$ cat src/design/irq_prio_params.svh
/*
  Named constants of the interrupt source priority bank: register byte addresses,
  field positions, masks, reset values, source indices and bus answers.
  Assumes it is included by its bare name from any file that needs these numbers.
*/
`ifndef IRQ_PRIO_PARAMS_SVH
`define IRQ_PRIO_PARAMS_SVH

`define ADDR_PRIO_TIMERS_FLASH 32'hFFFF0020
`define ADDR_PRIO_SERIAL_MISC 32'hFFFF0024
`define ADDR_VECTORED_CONTROL 32'hFFFF0040
`define ADDR_NEST_STATUS 32'hFFFF0044

`define PRIO_RESET 32'h00000000
`define MASK_TIMERS_FLASH 32'h77777770
`define MASK_SERIAL_MISC 32'h77777777
`define FLD_W 3

`define FLD_FLASH1 28
`define FLD_FLASH0 24
`define FLD_TIMER3 20
`define FLD_TIMER2 16
`define FLD_TIMER1 12
`define FLD_TIMER0 8
`define FLD_SOFT 4
`define FLD_SOURCE0 0
`define FLD_SOURCE0_W 4

`define FLD_TW1_SLAVE 28
`define FLD_TW1_MASTER 24
`define FLD_TW0_SLAVE 20
`define FLD_TW0_MASTER 16
`define FLD_LOCK 12
`define FLD_SERIAL1 8
`define FLD_SERIAL0 4
`define FLD_CONV 0

`define VEC_EN_BIT 0
`define STAT_MASK_LSB 0
`define STAT_CUR_LSB 8
`define STAT_NEST_BIT 11

`define NUM_SRC 15
`define NEST_LEVELS 8
`define LEVEL_LOWEST 3'h7
`define ONE_LEVEL 8'h01

`define SRC_FLASH1 0
`define SRC_FLASH0 1
`define SRC_TIMER3 2
`define SRC_TIMER2 3
`define SRC_TIMER1 4
`define SRC_TIMER0 5
`define SRC_SOFT 6
`define SRC_TW1_SLAVE 7
`define SRC_TW1_MASTER 8
`define SRC_TW0_SLAVE 9
`define SRC_TW0_MASTER 10
`define SRC_LOCK 11
`define SRC_SERIAL1 12
`define SRC_SERIAL0 13
`define SRC_CONV 14

`define RESP_OKAY 2'h0
`define RESP_SLVERR 2'h2

`endif

$ cat src/design/irq_prio_pkg.sv
/*
  Types shared by the priority bank and its bus front end.
  Assumes the constants header supplies every number.
*/
package irq_prio_pkg;

  typedef struct packed {
    logic [31:0] prioTimersFlash;
    logic [31:0] prioSerialMisc;
    logic vecEn;
    logic [7:0] activeMask;
    logic irqReq;
    logic [3:0] irqSrc;
    logic [2:0] irqLvl;
  } bank_state_t;

  typedef struct packed {
    logic awHeld;
    logic wHeld;
    logic [31:0] wAddr;
    logic [31:0] wData;
    logic [3:0] wStrb;
    logic awRdy;
    logic wRdy;
    logic bValid;
    logic [1:0] bResp;
    logic arRdy;
    logic rValid;
    logic [31:0] rData;
    logic [1:0] rResp;
  } axil_state_t;

endpackage

$ cat src/design/reg_access_if.sv
/*
  Internal register access strobes between the bus front end and the register bank.
  Assumes read data and error answers are combinational from the bank.
*/
`timescale 1ns/10ps
interface reg_access_if;
  logic wrEn;
  logic [31:0] wrAddr;
  logic [31:0] wrData;
  logic [3:0] wrStrb;
  logic wrErr;
  logic rdEn;
  logic [31:0] rdAddr;
  logic [31:0] rdData;
  logic rdErr;

  modport front
  (
    output wrEn, wrAddr, wrData, wrStrb, rdEn, rdAddr,
    input wrErr, rdData, rdErr
  );

  modport bank
  (
    input wrEn, wrAddr, wrData, wrStrb, rdEn, rdAddr,
    output wrErr, rdData, rdErr
  );
endinterface

$ cat src/design/irq_source_priority_bank.sv
/*
  Priority bank for normal interrupt sources: two priority registers, vectored enable,
  priority resolution over fifteen sources and an eight level nesting record.
  Assumes an AXI4-Lite master, one clock, and that the core pulses taken and done once
  per entry and exit of an interrupt service routine.
*/
// The AXI4-Lite slave port was left to the implementer.
`timescale 1ns/10ps
`include "irq_prio_params.svh"
// Operation
// The first register holds 3-bit levels for timer 3 [22:20], timer 2 [18:16], timer 1 [14:12] and timer 0 [10:8].
// The first register holds the second flash block level in bits 30 to 28.
// The first register holds the first flash block level in bits 26 to 24.
// The first register holds the software interrupt level in bits 6 to 4.
// Source 0 has no level and bits 3 to 0 of the first register assign nothing.
// The second register holds the second two-wire slave level [30:28] and master level [26:24].
// The second register holds the first two-wire slave level [22:20] and master level [18:16].
// The second register holds the clock lock level in bits 14 to 12.
// The second register holds the second serial port level [10:8] and the first [6:4].
// The second register holds the converter level in bits 2 to 0.
// Reset clears every field of both registers to zero.
// Every field takes any level 0 to 7 and both registers are read and written by software.
// With vectored handling on, normal interrupts nest by level up to eight levels deep.
// Software sets bit 0 of the vectored control register to turn on vectored handling.
// Reserved bits read as zero and ignore writes.
// Field values drive the resolution logic continuously and a write acts from the next cycle.
module irq_source_priority_bank
(
  input logic clk,
  input logic rst_b,
  input logic ce,
  input logic [31:0] awaddr,
  input logic [2:0] awprot,
  input logic awvalid,
  output logic awready,
  input logic [31:0] wdata,
  input logic [3:0] wstrb,
  input logic wvalid,
  output logic wready,
  output logic [1:0] bresp,
  output logic bvalid,
  input logic bready,
  input logic [31:0] araddr,
  input logic [2:0] arprot,
  input logic arvalid,
  output logic arready,
  output logic [31:0] rdata,
  output logic [1:0] rresp,
  output logic rvalid,
  input logic rready,
  input logic [14:0] irqSrcReq,
  input logic irqTaken,
  input logic irqDone,
  output logic irqRequest,
  output logic [3:0] irqSource,
  output logic [2:0] irqLevel,
  output logic vectoredEnable,
  output logic [2:0] flashBlock1Priority,
  output logic [2:0] flashBlock0Priority,
  output logic [2:0] timer3Priority,
  output logic [2:0] timer2Priority,
  output logic [2:0] timer1Priority,
  output logic [2:0] timer0Priority,
  output logic [2:0] softIrqPriority,
  output logic [2:0] twowire1SlavePriority,
  output logic [2:0] twowire1MasterPriority,
  output logic [2:0] twowire0SlavePriority,
  output logic [2:0] twowire0MasterPriority,
  output logic [2:0] clockLockPriority,
  output logic [2:0] serialPort1Priority,
  output logic [2:0] serialPort0Priority,
  output logic [2:0] converterPriority
);
  irq_prio_pkg::bank_state_t s_q;
  irq_prio_pkg::bank_state_t s_d;
  reg_access_if regBus();

  logic [14:0][2:0] srcLvl;
  logic anyPend;
  logic [2:0] bestLvl;
  logic [3:0] bestSrc;
  logic [2:0] curLvl;
  logic nestActive;
  logic [7:0] lowBit;
  logic [7:0] nextMask;
  logic [31:0] rdWord;

  axil_front front
  (
    .clk(clk),
    .rst_b(rst_b),
    .ce(ce),
    .awaddr(awaddr),
    .awvalid(awvalid),
    .awready(awready),
    .wdata(wdata),
    .wstrb(wstrb),
    .wvalid(wvalid),
    .wready(wready),
    .bresp(bresp),
    .bvalid(bvalid),
    .bready(bready),
    .araddr(araddr),
    .arvalid(arvalid),
    .arready(arready),
    .rdata(rdata),
    .rresp(rresp),
    .rvalid(rvalid),
    .rready(rready),
    .bus(regBus)
  );

  // Byte lanes merged, then reserved positions forced to zero
  function automatic logic [31:0] mergeWrite(input logic [31:0] oldV, input logic [31:0] newV,
    input logic [3:0] strb, input logic [31:0] keep);
    logic [31:0] m;
    m = {{8{strb[3]}}, {8{strb[2]}}, {8{strb[1]}}, {8{strb[0]}}};
    return ((oldV & ~m) | (newV & m)) & keep;
  endfunction

  // Field extraction: the bank flops feed resolution directly, no shadow copy
  assign srcLvl[`SRC_FLASH1] = s_q.prioTimersFlash[`FLD_FLASH1 +: `FLD_W];
  assign srcLvl[`SRC_FLASH0] = s_q.prioTimersFlash[`FLD_FLASH0 +: `FLD_W];
  assign srcLvl[`SRC_TIMER3] = s_q.prioTimersFlash[`FLD_TIMER3 +: `FLD_W];
  assign srcLvl[`SRC_TIMER2] = s_q.prioTimersFlash[`FLD_TIMER2 +: `FLD_W];
  assign srcLvl[`SRC_TIMER1] = s_q.prioTimersFlash[`FLD_TIMER1 +: `FLD_W];
  assign srcLvl[`SRC_TIMER0] = s_q.prioTimersFlash[`FLD_TIMER0 +: `FLD_W];
  assign srcLvl[`SRC_SOFT] = s_q.prioTimersFlash[`FLD_SOFT +: `FLD_W];
  assign srcLvl[`SRC_TW1_SLAVE] = s_q.prioSerialMisc[`FLD_TW1_SLAVE +: `FLD_W];
  assign srcLvl[`SRC_TW1_MASTER] = s_q.prioSerialMisc[`FLD_TW1_MASTER +: `FLD_W];
  assign srcLvl[`SRC_TW0_SLAVE] = s_q.prioSerialMisc[`FLD_TW0_SLAVE +: `FLD_W];
  assign srcLvl[`SRC_TW0_MASTER] = s_q.prioSerialMisc[`FLD_TW0_MASTER +: `FLD_W];
  assign srcLvl[`SRC_LOCK] = s_q.prioSerialMisc[`FLD_LOCK +: `FLD_W];
  assign srcLvl[`SRC_SERIAL1] = s_q.prioSerialMisc[`FLD_SERIAL1 +: `FLD_W];
  assign srcLvl[`SRC_SERIAL0] = s_q.prioSerialMisc[`FLD_SERIAL0 +: `FLD_W];
  assign srcLvl[`SRC_CONV] = s_q.prioSerialMisc[`FLD_CONV +: `FLD_W];

  // Register reads; unmapped addresses answer SLVERR
  always_comb
  begin
    rdWord = 32'h00000000;
    regBus.rdErr = 1'b0;
    unique case (regBus.rdAddr)
      `ADDR_PRIO_TIMERS_FLASH: rdWord = s_q.prioTimersFlash;
      `ADDR_PRIO_SERIAL_MISC: rdWord = s_q.prioSerialMisc;
      `ADDR_VECTORED_CONTROL: rdWord[`VEC_EN_BIT] = s_q.vecEn;
      `ADDR_NEST_STATUS:
      begin
        rdWord[`STAT_MASK_LSB +: `NEST_LEVELS] = s_q.activeMask;
        rdWord[`STAT_CUR_LSB +: `FLD_W] = curLvl;
        rdWord[`STAT_NEST_BIT] = nestActive;
      end
      default: regBus.rdErr = 1'b1;
    endcase
    regBus.rdData = rdWord;
  end

  always_comb
  begin
    regBus.wrErr = !(regBus.wrAddr == `ADDR_PRIO_TIMERS_FLASH ||
      regBus.wrAddr == `ADDR_PRIO_SERIAL_MISC ||
      regBus.wrAddr == `ADDR_VECTORED_CONTROL ||
      regBus.wrAddr == `ADDR_NEST_STATUS);
  end

  // Resolution: lowest level value wins, ties go to the lower source index
  always_comb
  begin
    anyPend = 1'b0;
    bestLvl = `LEVEL_LOWEST;
    bestSrc = 4'h0;
    for (int i = 0; i < `NUM_SRC; i++)
    begin
      if (irqSrcReq[i] && (!anyPend || srcLvl[i] < bestLvl))
      begin
        anyPend = 1'b1;
        bestLvl = srcLvl[i];
        bestSrc = 4'(i);
      end
    end
  end

  // Current nesting level is the most urgent level still in service
  always_comb
  begin
    curLvl = `LEVEL_LOWEST;
    for (int j = `NEST_LEVELS - 1; j >= 0; j--)
    begin
      if (s_q.activeMask[j])
        curLvl = 3'(j);
    end
    nestActive = |s_q.activeMask;
    lowBit = s_q.activeMask & (~s_q.activeMask + `ONE_LEVEL);
  end

  always_comb
  begin
    s_d = s_q;
    nextMask = s_q.activeMask;
    if (regBus.wrEn)
    begin
      unique case (regBus.wrAddr)
        `ADDR_PRIO_TIMERS_FLASH: s_d.prioTimersFlash = mergeWrite(s_q.prioTimersFlash,
          regBus.wrData, regBus.wrStrb, `MASK_TIMERS_FLASH);
        `ADDR_PRIO_SERIAL_MISC: s_d.prioSerialMisc = mergeWrite(s_q.prioSerialMisc,
          regBus.wrData, regBus.wrStrb, `MASK_SERIAL_MISC);
        `ADDR_VECTORED_CONTROL:
        begin
          if (regBus.wrStrb[0])
            s_d.vecEn = regBus.wrData[`VEC_EN_BIT];
        end
        default:
        begin
        end
      endcase
    end
    // Done retires the most urgent level; taken then records the granted level.
    // Taken without a standing request is ignored so a stray pulse cannot corrupt the record.
    if (s_q.vecEn)
    begin
      if (irqDone)
        nextMask = nextMask & ~lowBit;
      if (irqTaken && s_q.irqReq)
        nextMask = nextMask | (`ONE_LEVEL << s_q.irqLvl);
    end
    s_d.activeMask = nextMask;
    // Vectored: only a strictly more urgent level preempts; otherwise any pending source
    if (s_q.vecEn)
      s_d.irqReq = anyPend && (!nestActive || bestLvl < curLvl);
    else
      s_d.irqReq = anyPend;
    s_d.irqSrc = bestSrc;
    s_d.irqLvl = bestLvl;
  end

  always_ff @(posedge clk or negedge rst_b)
  begin
    if (!rst_b)
      s_q <= '0;
    else if (ce)
      s_q <= s_d;
  end

  assign irqRequest = s_q.irqReq;
  assign irqSource = s_q.irqSrc;
  assign irqLevel = s_q.irqLvl;
  assign vectoredEnable = s_q.vecEn;
  assign flashBlock1Priority = srcLvl[`SRC_FLASH1];
  assign flashBlock0Priority = srcLvl[`SRC_FLASH0];
  assign timer3Priority = srcLvl[`SRC_TIMER3];
  assign timer2Priority = srcLvl[`SRC_TIMER2];
  assign timer1Priority = srcLvl[`SRC_TIMER1];
  assign timer0Priority = srcLvl[`SRC_TIMER0];
  assign softIrqPriority = srcLvl[`SRC_SOFT];
  assign twowire1SlavePriority = srcLvl[`SRC_TW1_SLAVE];
  assign twowire1MasterPriority = srcLvl[`SRC_TW1_MASTER];
  assign twowire0SlavePriority = srcLvl[`SRC_TW0_SLAVE];
  assign twowire0MasterPriority = srcLvl[`SRC_TW0_MASTER];
  assign clockLockPriority = srcLvl[`SRC_LOCK];
  assign serialPort1Priority = srcLvl[`SRC_SERIAL1];
  assign serialPort0Priority = srcLvl[`SRC_SERIAL0];
  assign converterPriority = srcLvl[`SRC_CONV];

  a_reset_clear: assert property (@(posedge clk)
    !rst_b |-> (s_q.prioTimersFlash == `PRIO_RESET && s_q.prioSerialMisc == `PRIO_RESET))
    else $error("priority registers not zero in reset");

  a_source0_empty: assert property (@(posedge clk) disable iff (!rst_b)
    (s_q.prioTimersFlash[`FLD_SOURCE0 +: `FLD_SOURCE0_W] == 4'h0)
    && ((s_q.prioTimersFlash & ~`MASK_TIMERS_FLASH) == 32'h00000000)
    && ((s_q.prioSerialMisc & ~`MASK_SERIAL_MISC) == 32'h00000000))
    else $error("reserved priority bits not zero");

  a_write_timers: assert property (@(posedge clk) disable iff (!rst_b)
    (ce && regBus.wrEn && regBus.wrAddr == `ADDR_PRIO_TIMERS_FLASH && regBus.wrStrb == 4'hF)
    |=> (timer2Priority == $past(regBus.wrData[`FLD_TIMER2 +: `FLD_W]))
    && (s_q.prioTimersFlash == ($past(regBus.wrData) & `MASK_TIMERS_FLASH)))
    else $error("first priority register write not stored");

  a_write_serial: assert property (@(posedge clk) disable iff (!rst_b)
    (ce && regBus.wrEn && regBus.wrAddr == `ADDR_PRIO_SERIAL_MISC && regBus.wrStrb == 4'hF)
    |=> (converterPriority == $past(regBus.wrData[`FLD_CONV +: `FLD_W]))
    && (s_q.prioSerialMisc == ($past(regBus.wrData) & `MASK_SERIAL_MISC)))
    else $error("second priority register write not stored");

  a_read_back: assert property (@(posedge clk) disable iff (!rst_b)
    (ce && regBus.rdEn && regBus.rdAddr == `ADDR_PRIO_SERIAL_MISC)
    |=> (rvalid && rresp == `RESP_OKAY && rdata == $past(s_q.prioSerialMisc)))
    else $error("second priority register read mismatch");

  a_field_live: assert property (@(posedge clk) disable iff (!rst_b)
    (ce && irqSrcReq == 15'h0008 && !s_q.vecEn) |=> (irqRequest && irqSource == 4'h3
    && irqLevel == $past(timer2Priority)))
    else $error("resolution does not follow the live field value");

  a_nest_hold: assert property (@(posedge clk) disable iff (!rst_b)
    (ce && s_q.vecEn && nestActive && (!anyPend || bestLvl >= curLvl)) |=> !irqRequest)
    else $error("request raised without a more urgent level");

  a_nest_push: assert property (@(posedge clk) disable iff (!rst_b)
    (ce && s_q.vecEn && irqTaken && s_q.irqReq && !irqDone)
    |=> s_q.activeMask[$past(s_q.irqLvl)])
    else $error("taken interrupt level not recorded");
endmodule

$ cat src/design/axil_front.sv
/*
  AXI4-Lite slave front end: takes write address and data in either order, issues one
  write strobe, answers with a response; takes one read at a time.
  Assumes clock enable stays high while the bus master is active.
*/
`timescale 1ns/10ps
`include "irq_prio_params.svh"
module axil_front
(
  input logic clk,
  input logic rst_b,
  input logic ce,
  input logic [31:0] awaddr,
  input logic awvalid,
  output logic awready,
  input logic [31:0] wdata,
  input logic [3:0] wstrb,
  input logic wvalid,
  output logic wready,
  output logic [1:0] bresp,
  output logic bvalid,
  input logic bready,
  input logic [31:0] araddr,
  input logic arvalid,
  output logic arready,
  output logic [31:0] rdata,
  output logic [1:0] rresp,
  output logic rvalid,
  input logic rready,
  reg_access_if.front bus
);
  irq_prio_pkg::axil_state_t s_q;
  irq_prio_pkg::axil_state_t s_d;

  always_comb
  begin
    s_d = s_q;
    bus.wrEn = 1'b0;
    bus.wrAddr = s_q.wAddr;
    bus.wrData = s_q.wData;
    bus.wrStrb = s_q.wStrb;
    bus.rdEn = arvalid && s_q.arRdy;
    bus.rdAddr = araddr;
    if (awvalid && s_q.awRdy)
    begin
      s_d.awHeld = 1'b1;
      s_d.wAddr = awaddr;
    end
    if (wvalid && s_q.wRdy)
    begin
      s_d.wHeld = 1'b1;
      s_d.wData = wdata;
      s_d.wStrb = wstrb;
    end
    if (s_q.bValid && bready)
      s_d.bValid = 1'b0;
    // Both halves held and no response pending: one write strobe
    if (s_q.awHeld && s_q.wHeld && !s_q.bValid)
    begin
      bus.wrEn = 1'b1;
      s_d.awHeld = 1'b0;
      s_d.wHeld = 1'b0;
      s_d.bValid = 1'b1;
      s_d.bResp = bus.wrErr ? `RESP_SLVERR : `RESP_OKAY;
    end
    if (s_q.rValid && rready)
      s_d.rValid = 1'b0;
    if (bus.rdEn)
    begin
      s_d.rValid = 1'b1;
      s_d.rData = bus.rdData;
      s_d.rResp = bus.rdErr ? `RESP_SLVERR : `RESP_OKAY;
    end
    // Readies stall until the pending response is taken, one write and one read at a time
    s_d.awRdy = !s_d.awHeld && !s_d.bValid;
    s_d.wRdy = !s_d.wHeld && !s_d.bValid;
    s_d.arRdy = !s_d.rValid;
  end

  always_ff @(posedge clk or negedge rst_b)
  begin
    if (!rst_b)
      s_q <= '0;
    else if (ce)
      s_q <= s_d;
  end

  assign awready = s_q.awRdy;
  assign wready = s_q.wRdy;
  assign bvalid = s_q.bValid;
  assign bresp = s_q.bResp;
  assign arready = s_q.arRdy;
  assign rvalid = s_q.rValid;
  assign rdata = s_q.rData;
  assign rresp = s_q.rResp;

  a_write_answer: assert property (@(posedge clk) disable iff (!rst_b)
    (ce && s_q.awHeld && s_q.wHeld && !s_q.bValid) |=> (bvalid && !awready && !wready))
    else $error("write not answered one cycle after both halves held");
endmodule

$ cat config.mk
export PLATFORM = sky130hd
export DESIGN_NAME = irq_source_priority_bank
export DESIGN_NICKNAME = d
export VERILOG_FILES = /design/src/design/irq_prio_pkg.sv /design/src/design/reg_access_if.sv /design/src/design/irq_source_priority_bank.sv /design/src/design/axil_front.sv
export VERILOG_INCLUDE_DIRS = /design/src /design/src/design
export SDC_FILE = /design/constraint.sdc
export NUM_CORES = 1
export LEC_CHECK = 0
export BUFFER_PORTS_ARGS = -buffer_cell sky130_fd_sc_hd__buf_4
export CAP_MARGIN = 5
export CORE_MARGIN = 2
export CORE_UTILIZATION = 59
export DETAILED_ROUTE_END_ITERATION = 10
export GPL_TIMING_DRIVEN = 1
export PLACE_DENSITY = 0.87
export SYNTH_ARGS = -nofsm -noshare
export SYNTH_HDL_FRONTEND = slang
export SYNTH_SLANG_ARGS = --single-unit
$ cat constraint.sdc
create_clock -name clk -period 31.7 [get_ports clk]
set_clock_uncertainty 0.2 [all_clocks]
set_input_delay 4.755 -clock clk [delete_from_list [all_inputs] [get_ports clk]]
set_output_delay 4.755 -clock clk [all_outputs]
set_load 0.02 [all_outputs]
# Word level (Yosys, flattened, before mapping)

Cells that the tools add are included.

Reduce and logical (&&, ||, !) cells: 73
Equal/unequal tests: 8
$add $sub $neg: 1
Bitwise logic cells: 11
Shift-type cells: 1
Magnitude comparators: 15
Muxes and demuxes: 68

Operator list:

| operator             | number |
|---|---|
| $eq 32x32->1 const B | 8 |
| $and 31x31->31       | 3 |
| $mux 3               | 22 |
| $or 31x31->31        | 2 |
| $mux 4               | 13 |
| $lt 3x3->1           | 15 |
| $pmux 19 s2          | 1 |
| $mux 35              | 1 |
| $pmux 11 s3          | 1 |
| $not 31->31          | 1 |
| $logic_and 1x1->1    | 25 |
| $mux 8               | 3 |
| $mux 1               | 23 |
| $logic_not 1->1      | 20 |
| $logic_or 1x1->1     | 18 |
| $and 8x8->8          | 2 |
| $not 8->8            | 2 |
| $reduce_and 2->1     | 5 |
| $add 8x1->8 const B  | 1 |
| $or 8x8->8           | 1 |
| $reduce_or 8->1      | 1 |
| $shl 1x3->8 const A  | 1 |
| $mux 2               | 3 |
| $reduce_and 3->1     | 2 |
| other kinds (3)      | 3 |

Logic and storage cells: 197
Input port bits: 131
Flip-flop bits (word level): 172
Output and inout port bits: 95

# Logic depth before layout (Yosys ltp)

Gate-level depths: netlist of run 1.

Depth in word-level cells: 61
Gate-level depth with buffers: 106
Mapped depth without buffers: 104

# Cells and area by module

From an unflattened synthesis of run 1, not the netlist that was laid out.

Cells, all modules: 1093
Area total of the unflattened synthesis: 11086.9 µm²

By module, submodules not included:

| module                   | cells an instance | times used | area each (µm²) |
|---|---|---|---|
| irq_source_priority_bank | 710               | 1          | 5941.9 |
| axil_front               | 383               | 1          | 5144.9 |

# Worst setup path after synthesis of run 1

OpenSTA, ideal clock, no wires.

Path type: input -> register
From: input port irqSrcReq[0]
To: register s_q (netlist bit irqRequest)
Stages: 96
Data required time: 31.426 ns
Buffers on the path: 3
Path slack: 10.196 ns
Library setup time: 0.074 ns
Data arrival time: 21.230 ns
Path through: buf_2 > inv_1 > a2bb2oi_1 > inv_1 > ha_1 > o22ai_1 > and2_1 > buf_1 > or3_4 > a21oi_1 > ha_1 > nor2b_1 > and3_1 > o31ai_1 > o211ai_4 > nor2_1 > a21oi_1 > inv_1 > (+60 left out) > nor3b_1 > inv_1 > o21ai_2 > mux2i_1 > ha_1 > o21ai_0 > nand2_1 > o211ai_1 > o211a_1 > a21bo_2 > buf_6 > mux2i_1 > ha_1 > nor2_1 > nand2_1 > or3_1 > mux2_4 > o21ai_2

Word-level cells in the longest chain between the ends: 61

RTL lines:

| item                                          | RTL line                        | text |
|---|---|---|
| start: declaration                            | irq_source_priority_bank.sv:51  | `input logic [14:0] irqSrcReq,` |
| $mux 3 or $mux 1 (tied branches)              | irq_source_priority_bank.sv:174 | `if (irqSrcReq[i] && (!anyPend \|\| srcLvl[i] < bestLvl))` |
| $lt 3x3->1 or $logic_not 1->1 (tied branches) | irq_source_priority_bank.sv:174 |  |
| $logic_or 1x1->1                              | irq_source_priority_bank.sv:174 |  |
| $logic_and 1x1->1                             | irq_source_priority_bank.sv:174 |  |
| $mux 3 or $mux 1 (tied branches)              | irq_source_priority_bank.sv:174 |  |
| $lt 3x3->1 or $logic_not 1->1 (tied branches) | irq_source_priority_bank.sv:174 |  |
| $logic_or 1x1->1                              | irq_source_priority_bank.sv:174 |  |
| $logic_and 1x1->1                             | irq_source_priority_bank.sv:174 |  |
| (+46 left out)                                | --                              |  |
| $logic_or 1x1->1                              | irq_source_priority_bank.sv:174 |  |
| $logic_and 1x1->1                             | irq_source_priority_bank.sv:174 |  |
| $mux 3 (*)                                    | irq_source_priority_bank.sv:174 |  |
| net bestLvl[2]                                | irq_source_priority_bank.sv:80  | `logic [2:0] bestLvl;` |
| $lt 3x3->1 (*)                                | irq_source_priority_bank.sv:229 | `s_d.irqReq = anyPend && (!nestActive \|\| bestLvl < curLvl);` |
| $logic_or 1x1->1 (*)                          | irq_source_priority_bank.sv:229 |  |
| $logic_and 1x1->1 (*)                         | irq_source_priority_bank.sv:229 |  |
| $mux 1 (*)                                    | irq_source_priority_bank.sv:228 | `if (s_q.vecEn)` |
| end signal: assignment                        | irq_source_priority_bank.sv:239 | `s_q <= '0;` |
| end signal: assignment                        | irq_source_priority_bank.sv:241 | `s_q <= s_d;` |
| end: declaration                              | irq_source_priority_bank.sv:74  | `irq_prio_pkg::bank_state_t s_q;` |

Mark *: on every way through the listed nets, which the timed path passes. The rest lies on a longest branch.
A chain may end at the register's enable or synchronous reset.

# Final worst setup path of run 1

Same ends and word-level chain as after synthesis.

==> flow_metrics.tcl, run 1 <==
set metrics [dict create \
    synth-seq-area-share_pct 41.1 \
    io_pins 226 \
    post-place-cells 1255 \
    rsz0062_at_grt "no" \
    initial_core_util_pct 60.5 \
    postCtsSetupBuffers 0 \
    cap_violations 0 \
    ys_ff_latch 158 \
    grt.total_usage_pct 28.4 \
    synth_edf_count 0 \
    peakVddDrop_v 0.0000448 \
    grt_overflow 0 \
    startpoint "irqSrcReq[0]" \
    final_cell_area_sq_um 11300 \
    synthesis.instances 940 \
    endpoint_kind "flop" \
    crit_required_ns 31.85 \
    reg2reg_depth 90 \
    rows 46 \
    status "complete, no violations" \
    busiest_layer "met2" \
    r2r-end "irqRequest" \
    die_area_sq_um 17300 \
    cts_tree "built" \
    reg2reg_slack_ns 12.11 \
    grt_max_degree 81 \
    place_congestion 0.920 \
    core_area_sq_um 15900 \
    synthArstFlopShare_pct 100 \
    grt_use_met2_pct 46.6 \
    drc 0 \
    yosysWarnings 0 \
    hold_buffers 0 \
    p_per_area_nw_per_um2 57.3 \
    dieHeight_microns 132 \
    final_hold_viol_count 0 \
    critical_path_arrival_ns 23.82 \
    ys.flop_type "dfrtp_1" \
    use_met3_pct 10.1 \
    period_minus_slack_ns 23.68 \
    dr.pass1.iters 5 \
    n_antenna_cell 0 \
    met1_usage_pct 35.0 \
    port_buffers 204 \
    cp_common_cell "ha_1" \
    place_area_sq_um 10700 \
    cp_max_fo 13 \
    clk_pin_slew_ns 0.06 \
    cts_max_path_buffers 2 \
    cts.repair.resized 0 \
    area_delta_synth_final_pct 17.2 \
    crit_end "irqRequest" \
    grt_pass1_wl_mm 39.3 \
    grt_pass1_vias 7690 \
    cts-buffers-inserted 17 \
    leakagePower_nw 5.34 \
    cts_root_buf "clkbuf_16" \
    fin_nets 1206 \
    place.detailed.hpwl_mm 18.4 \
    setup_viol 0 \
    h-tree-depth 4 \
    synth_cell_type_count 88 \
    slew_violations 0 \
    slowest_stage "o41ai_4" \
    max_stage_delay_ns 0.52 \
    antenna_found_initial 0 \
    detail_route.iter0.violations 563 \
    fin_crit_sh_pct 74.7 \
    worstSetupStartpointType "input pin" \
    viasPerCell 5.99 \
    routed_wirelength_mm 24.7 \
    fin_setup_tns_ns 0 \
    netlist_area_sq_um 9610 \
    fmax_ghz 0.0422 \
    relSlewSlack_pct 26.8 \
    holdCritPathClass "flop to flop" \
    vias 7713 \
    drive_gt1_share_pct 36.0 \
    fp.dieW_microns 132 \
    fin_cells 1287 \
    clock_latency_ns 0.43 \
    max_slew.worst_pin.slew_ns 1.10 \
    worstSetupPathType "input pin to flop" \
    clock-sinks 158 \
    antenna_left 0 \
    synth.avg_cell_area_sq_um 10.2 \
    post_drt_wl_per_cell_microns 19.2 \
]
[cells in the mapped netlist (6+ instances only)]
cell type / count / share of area, %
dfrtp_1: 158 / 41
mux2_2: 114 / 13
buf_4: 88 / 6.9
nand2_1: 87 / 3.4
nor2_1: 58 / 2.3
o21ai_0: 50 / 2.6
inv_1: 34 / 1.3
o31ai_1: 25 / 2.0
mux2i_1: 24 / 2.5
a21oi_1: 19 / 0.99
clkbuf_1: 19 / 0.74
ha_1: 17 / 2.2
nand2b_1: 13 / 0.85
nand3_1: 13 / 0.68
nor2b_1: 13 / 0.85
nand4_1: 12 / 0.78
o21a_1: 12 / 0.94
nor3_1: 11 / 0.57
and2_1: 10 / 0.65
a22o_1: 8 / 0.73
a22oi_1: 7 / 0.55
and3_1: 7 / 0.46
a21o_1: 6 / 0.47
nor4_1: 6 / 0.39
or3_1: 6 / 0.39
[stage by stage]
step | hold WS [ns] | setup WS (ns) | total power, mW | utilization (%)
floorplan | 0.250 | 10.20 | 0.404 | -
global placement | 0.261 | 8.19 | 0.445 | 67.3
detailed placement | 0.270 | 7.96 | 0.455 | 67.3
CTS | 0.284 | 8.28 | 0.649 | 70.9
global route | 0.311 | 6.15 | 0.680 | 70.9
finish | 0.278 | 8.02 | 0.646 | 70.9
[layout make-up]
type	instances	area, sq um
Inverter	34	128
Tap cell	216	270
Fill cell	1182	4630
Clock buffer	21	480
Multi-Input combinational cell	640	4790
Timing Repair Buffer	207	1560
Sequential cell	158	3950
Clock inverter	11	82.6
[cells by family (layout without fill, tap and decap cells)]
| kind of cell | count (synthesis) | in the layout | synth area share [%] |
|---|---|---|---|
| multiplexers | 141 | 141 | 16.3 |
| buffers and inverters | 148 | 273 | 9.33 |
| AO/OA/AOI/OAI | 205 | 205 | 16.7 |
| flip-flops | 158 | 158 | 41.1 |
| other | 1 | 7 | 0.0390 |
| AND/OR/NAND/NOR | 264 | 264 | 13.6 |
| adder cells (fa/ha/maj) | 21 | 21 | 2.64 |
| XOR/XNOR | 2 | 2 | 0.182 |
[worst min-delay path by stage]
stage,start,end,cells past startpoint
floorplan,front.rdata[12],front.rdata[12],2
detailed placement,front.rdata[18],front.rdata[18],2
global route,front.bus.wrAddr[23],front.bus.wrAddr[23],1
global placement,front.rdata[29],front.rdata[29],2
CTS,front.rdata[18],front.rdata[18],2
finish,front.rdata[18],front.rdata[18],2
[report_power, final]
group / total (mW) / switching [mW] / leakage [nW] / internal [mW]
clock: 0.194 / 0.0844 / 0.276 / 0.109
combinational: 0.171 / 0.0837 / 3.01 / 0.0873
sequential: 0.281 / 0.0321 / 2.05 / 0.249
[worst max-delay path, delay by kind of cell]
kind / cells / cell delay [ns]
buf+inv: 12 / 1.15
mux: 8 / 2.39
fa+ha+maj: 14 / 3.50
compound gates: 37 / 8.54
simple gates: 21 / 3.46
[per-layer routing]
layer	vias up	wire length, microns
met5	-	0
met4	0	542
met3	47	2400
met2	356	11800
met1	3742	9970
li1	3568	-
[cells in the final DEF, fill, tap and decap left out, types with 5 or more instances in the layout]
| master | instances |
|---|---|
| or3_1 | 6 |
| clkbuf_16 | 17 |
| and2_1 | 10 |
| nand2_1 | 87 |
| a22oi_1 | 7 |
| dfrtp_1 | 158 |
| nand4_1 | 12 |
| nor2_1 | 58 |
| mux2i_1 | 24 |
| a21oi_1 | 19 |
| nand2b_1 | 13 |
| and3_1 | 7 |
| inv_1 | 34 |
| nand3_1 | 12 |
| o31ai_1 | 25 |
| o21a_1 | 12 |
| o21ai_0 | 50 |
| a21o_1 | 6 |
| nor4_1 | 6 |
| nand3b_1 | 5 |
| a2bb2oi_1 | 5 |
| ha_1 | 17 |
| buf_4 | 206 |
| a22o_1 | 8 |
| mux2_2 | 114 |
| nor2b_1 | 13 |
| conb_1 | 7 |
| nor3_1 | 11 |
Power figures use the tool's default switching activity.
==> run 2: changes to the inputs <==
Settings changed: ABC_AREA set to 1, CORE_UTILIZATION 59 to 54, PLACE_DENSITY 0.87 to 0.81.
Clock period 31.7 ns to 22 ns, I/O delays scaled along.
==> flow_metrics.tcl, run 2 <==
set metrics [dict create \
    status "complete, no violations" \
    netlist_area_sq_um 9100 \
    fin_crit_sh_pct 76.4 \
    synth_common_cells "nand2_1, dfrtp_1, inv_1" \
    synth_edf_count 0 \
    pwr-share-comb_pct 29.1 \
    grt_overflow 0 \
    cp_common_cell "nand2_1" \
    drc 0 \
    slowest_stage "ha_1" \
    netlist_top_cells_area "dfrtp_1, nand2_1, buf_4" \
    fin_cells 1578 \
    final_cell_mix "nand2_1, buf_4, dfrtp_1" \
    p_per_area_nw_per_um2 90.7 \
    h-tree-depth 4 \
    ys_ff_latch 158 \
    final_common_cell "nand2_1" \
    synthXorXnorAreaFrac_pct 0 \
    clk_pin_slew_ns 0.07 \
    final_cell_area_sq_um 10800 \
    synth_top_family_by_area "simple AND/OR/NAND/NOR gates" \
    synthArstFlopShare_pct 100 \
    routed_wirelength_mm 23.3 \
    viasPerCell 5.15 \
    multiInputGateArea_sq_um 3830 \
    relSlewSlack_pct 33.9 \
    clock_latency_ns 0.43 \
    detail_route.iter0.violations 548 \
    die_area_sq_um 17900 \
    drive_gt1_share_pct 21.1 \
    worstSetupStartpointType "input pin" \
    place_congestion 0.899 \
    synthAdderAreaFrac_pct 2.34 \
    synth.avg_cell_area_sq_um 7.40 \
    dr.pass1.iters 5 \
    synth-seq-area-share_pct 43.5 \
    clock-sinks 158 \
    fp.dieW_microns 134 \
    area_delta_synth_final_pct 18.8 \
    final_hold_viol_count 0 \
    synth_compound_area_share_pct 9.98 \
    cts_max_path_buffers 2 \
    finalPower_mw 0.981 \
    nFillCells 1446 \
    place.detailed.hpwl_mm 17.8 \
    n_antenna_cell 0 \
    p_int_mw 0.640 \
    switching_power_mw 0.341 \
    post_drt_wl_per_cell_microns 14.8 \
    rsz0062_at_grt "no" \
    synth_cell_type_count 33 \
    setup_viol 0 \
    grt_max_degree 108 \
    synthesis.instances 1229 \
    yosysMostFrequentCell "nand2_1" \
    vias 8127 \
    dieHeight_microns 134 \
    ys.flop_type "dfrtp_1" \
    p_clk_share_pct 30.4 \
    path_delay_family "simple AND/OR/NAND/NOR gates" \
    yosysTopAreaCell "dfrtp_1" \
    cts.repair.resized 0 \
    hold_buffers 0 \
    initial_core_util_pct 55.1 \
    antenna_found_initial 0 \
    endpoint_kind "flop" \
    grt_pass1_wl_mm 37.3 \
    grt.total_usage_pct 26.3 \
    antenna_left 0 \
    seq_area_sq_um 3950 \
    critical_path_arrival_ns 16.99 \
    power_frac_seq_pct 40.4 \
    max_slew.worst_pin.slew_ns 0.989 \
    cp.buffers_inverters 14 \
    slew_violations 0 \
    post-place-cells 1546 \
    rows 47 \
    synth_mux_area_share_pct 0 \
    fin_setup_tns_ns 0 \
    yosysWarnings 0 \
    leakagePower_nw 5.63 \
    cap_violations 0 \
    sw_frac_of_total_pct 34.7 \
    synth-simple-area-share_pct 29.3 \
    crit_required_ns 22.17 \
    period_minus_slack_ns 16.82 \
    port_buffers 204 \
    postCtsSetupBuffers 0 \
    place_area_sq_um 10200 \
    io_pins 226 \
    cts_root_buf "clkbuf_16" \
    worstSetupPathType "input pin to flop" \
    holdCritPathClass "flop to flop" \
    synth_top_area_share_pct 43.5 \
    cts_tree "built" \
    fin_nets 1493 \
    cp_max_fo 7 \
    cts-buffers-inserted 17 \
    hold_ws_ns 0.273 \
    core_area_sq_um 16500 \
    fmax_ghz 0.0595 \
    peakVddDrop_v 0.0000625 \
    max_stage_delay_ns 0.33 \
    grt_pass1_vias 7779 \
]
## run 2: power groups by stage
stage	combinational (mW)	clock (mW)	sequential, mW
after floorplan	0.201	0	0.396
final	0.286	0.299	0.397
after CTS	0.287	0.302	0.396
after detailed placement	0.283	0	0.400
after global placement	0.272	0	0.397
after global routing	0.326	0.315	0.403
## run 2: per-layer routing
metal | wire, microns | GRT usage [%] | vias up
li1 | - | - | 4052
met2 | 10900 | 43.7 | 289
met4 | 246 | 6.74 | 0
met1 | 10200 | 35.3 | 3769
met3 | 2010 | 5.78 | 17
met5 | 0 | 0 | -
## run 2: through the flow
| stage | util [%] | setup slack (ns) |
|---|---|---|
| 2_1_floorplan | - | 6.71 |
| 3_3_place_gp | 61.8 | 5.06 |
| 3_5_place_dp | 61.8 | 4.83 |
| 4_1_cts | 65.4 | 5.19 |
| 5_1_grt | 65.4 | 3.68 |
| 6_report | 65.4 | 5.18 |
## run 2: worst paths after layout
kind	start	end	slack (ns)	cells past startpoint
max	irqSrcReq[0]	irqRequest	5.18	117
min	front.bus.wrAddr[19]	front.bus.wrAddr[19]	0.27	2
max reg2reg	flop	irqRequest	7.67	117
min reg2reg	front.bus.wrAddr[19]	front.bus.wrAddr[19]	0.27	2
max in group asynchronous	rst_b	front.rdata[24]	17.55	2
min in group asynchronous	rst_b	front.bus.wrAddr[17]	2.76	1
## run 2: kinds of logic after synthesis
group                    Yosys count
AND/OR/NAND/NOR                  619
buffers and inverters            271
adder cells (fa/ha/maj)           17
flip-flops                       158
other                              1
AO/OA/AOI/OAI                    163
## run 2: final cells by class
type                            count  area share [%]
Sequential cell                   158            36.6
Tap cell                          220            2.55
Clock buffer                       21            4.35
Inverter                          154            5.36
Multi-Input combinational cell    806            35.5
Timing Repair Buffer              208            14.5
Clock inverter                     11            1.22
## run 2: worst reg2reg max path, delay by kind of cell, from the launching register on
family,cells,cell delay [ns]
compound gates,16,3.51
buf+inv,13,0.72
flops,1,0.52
fa+ha+maj,14,4.05
simple gates,74,5.20
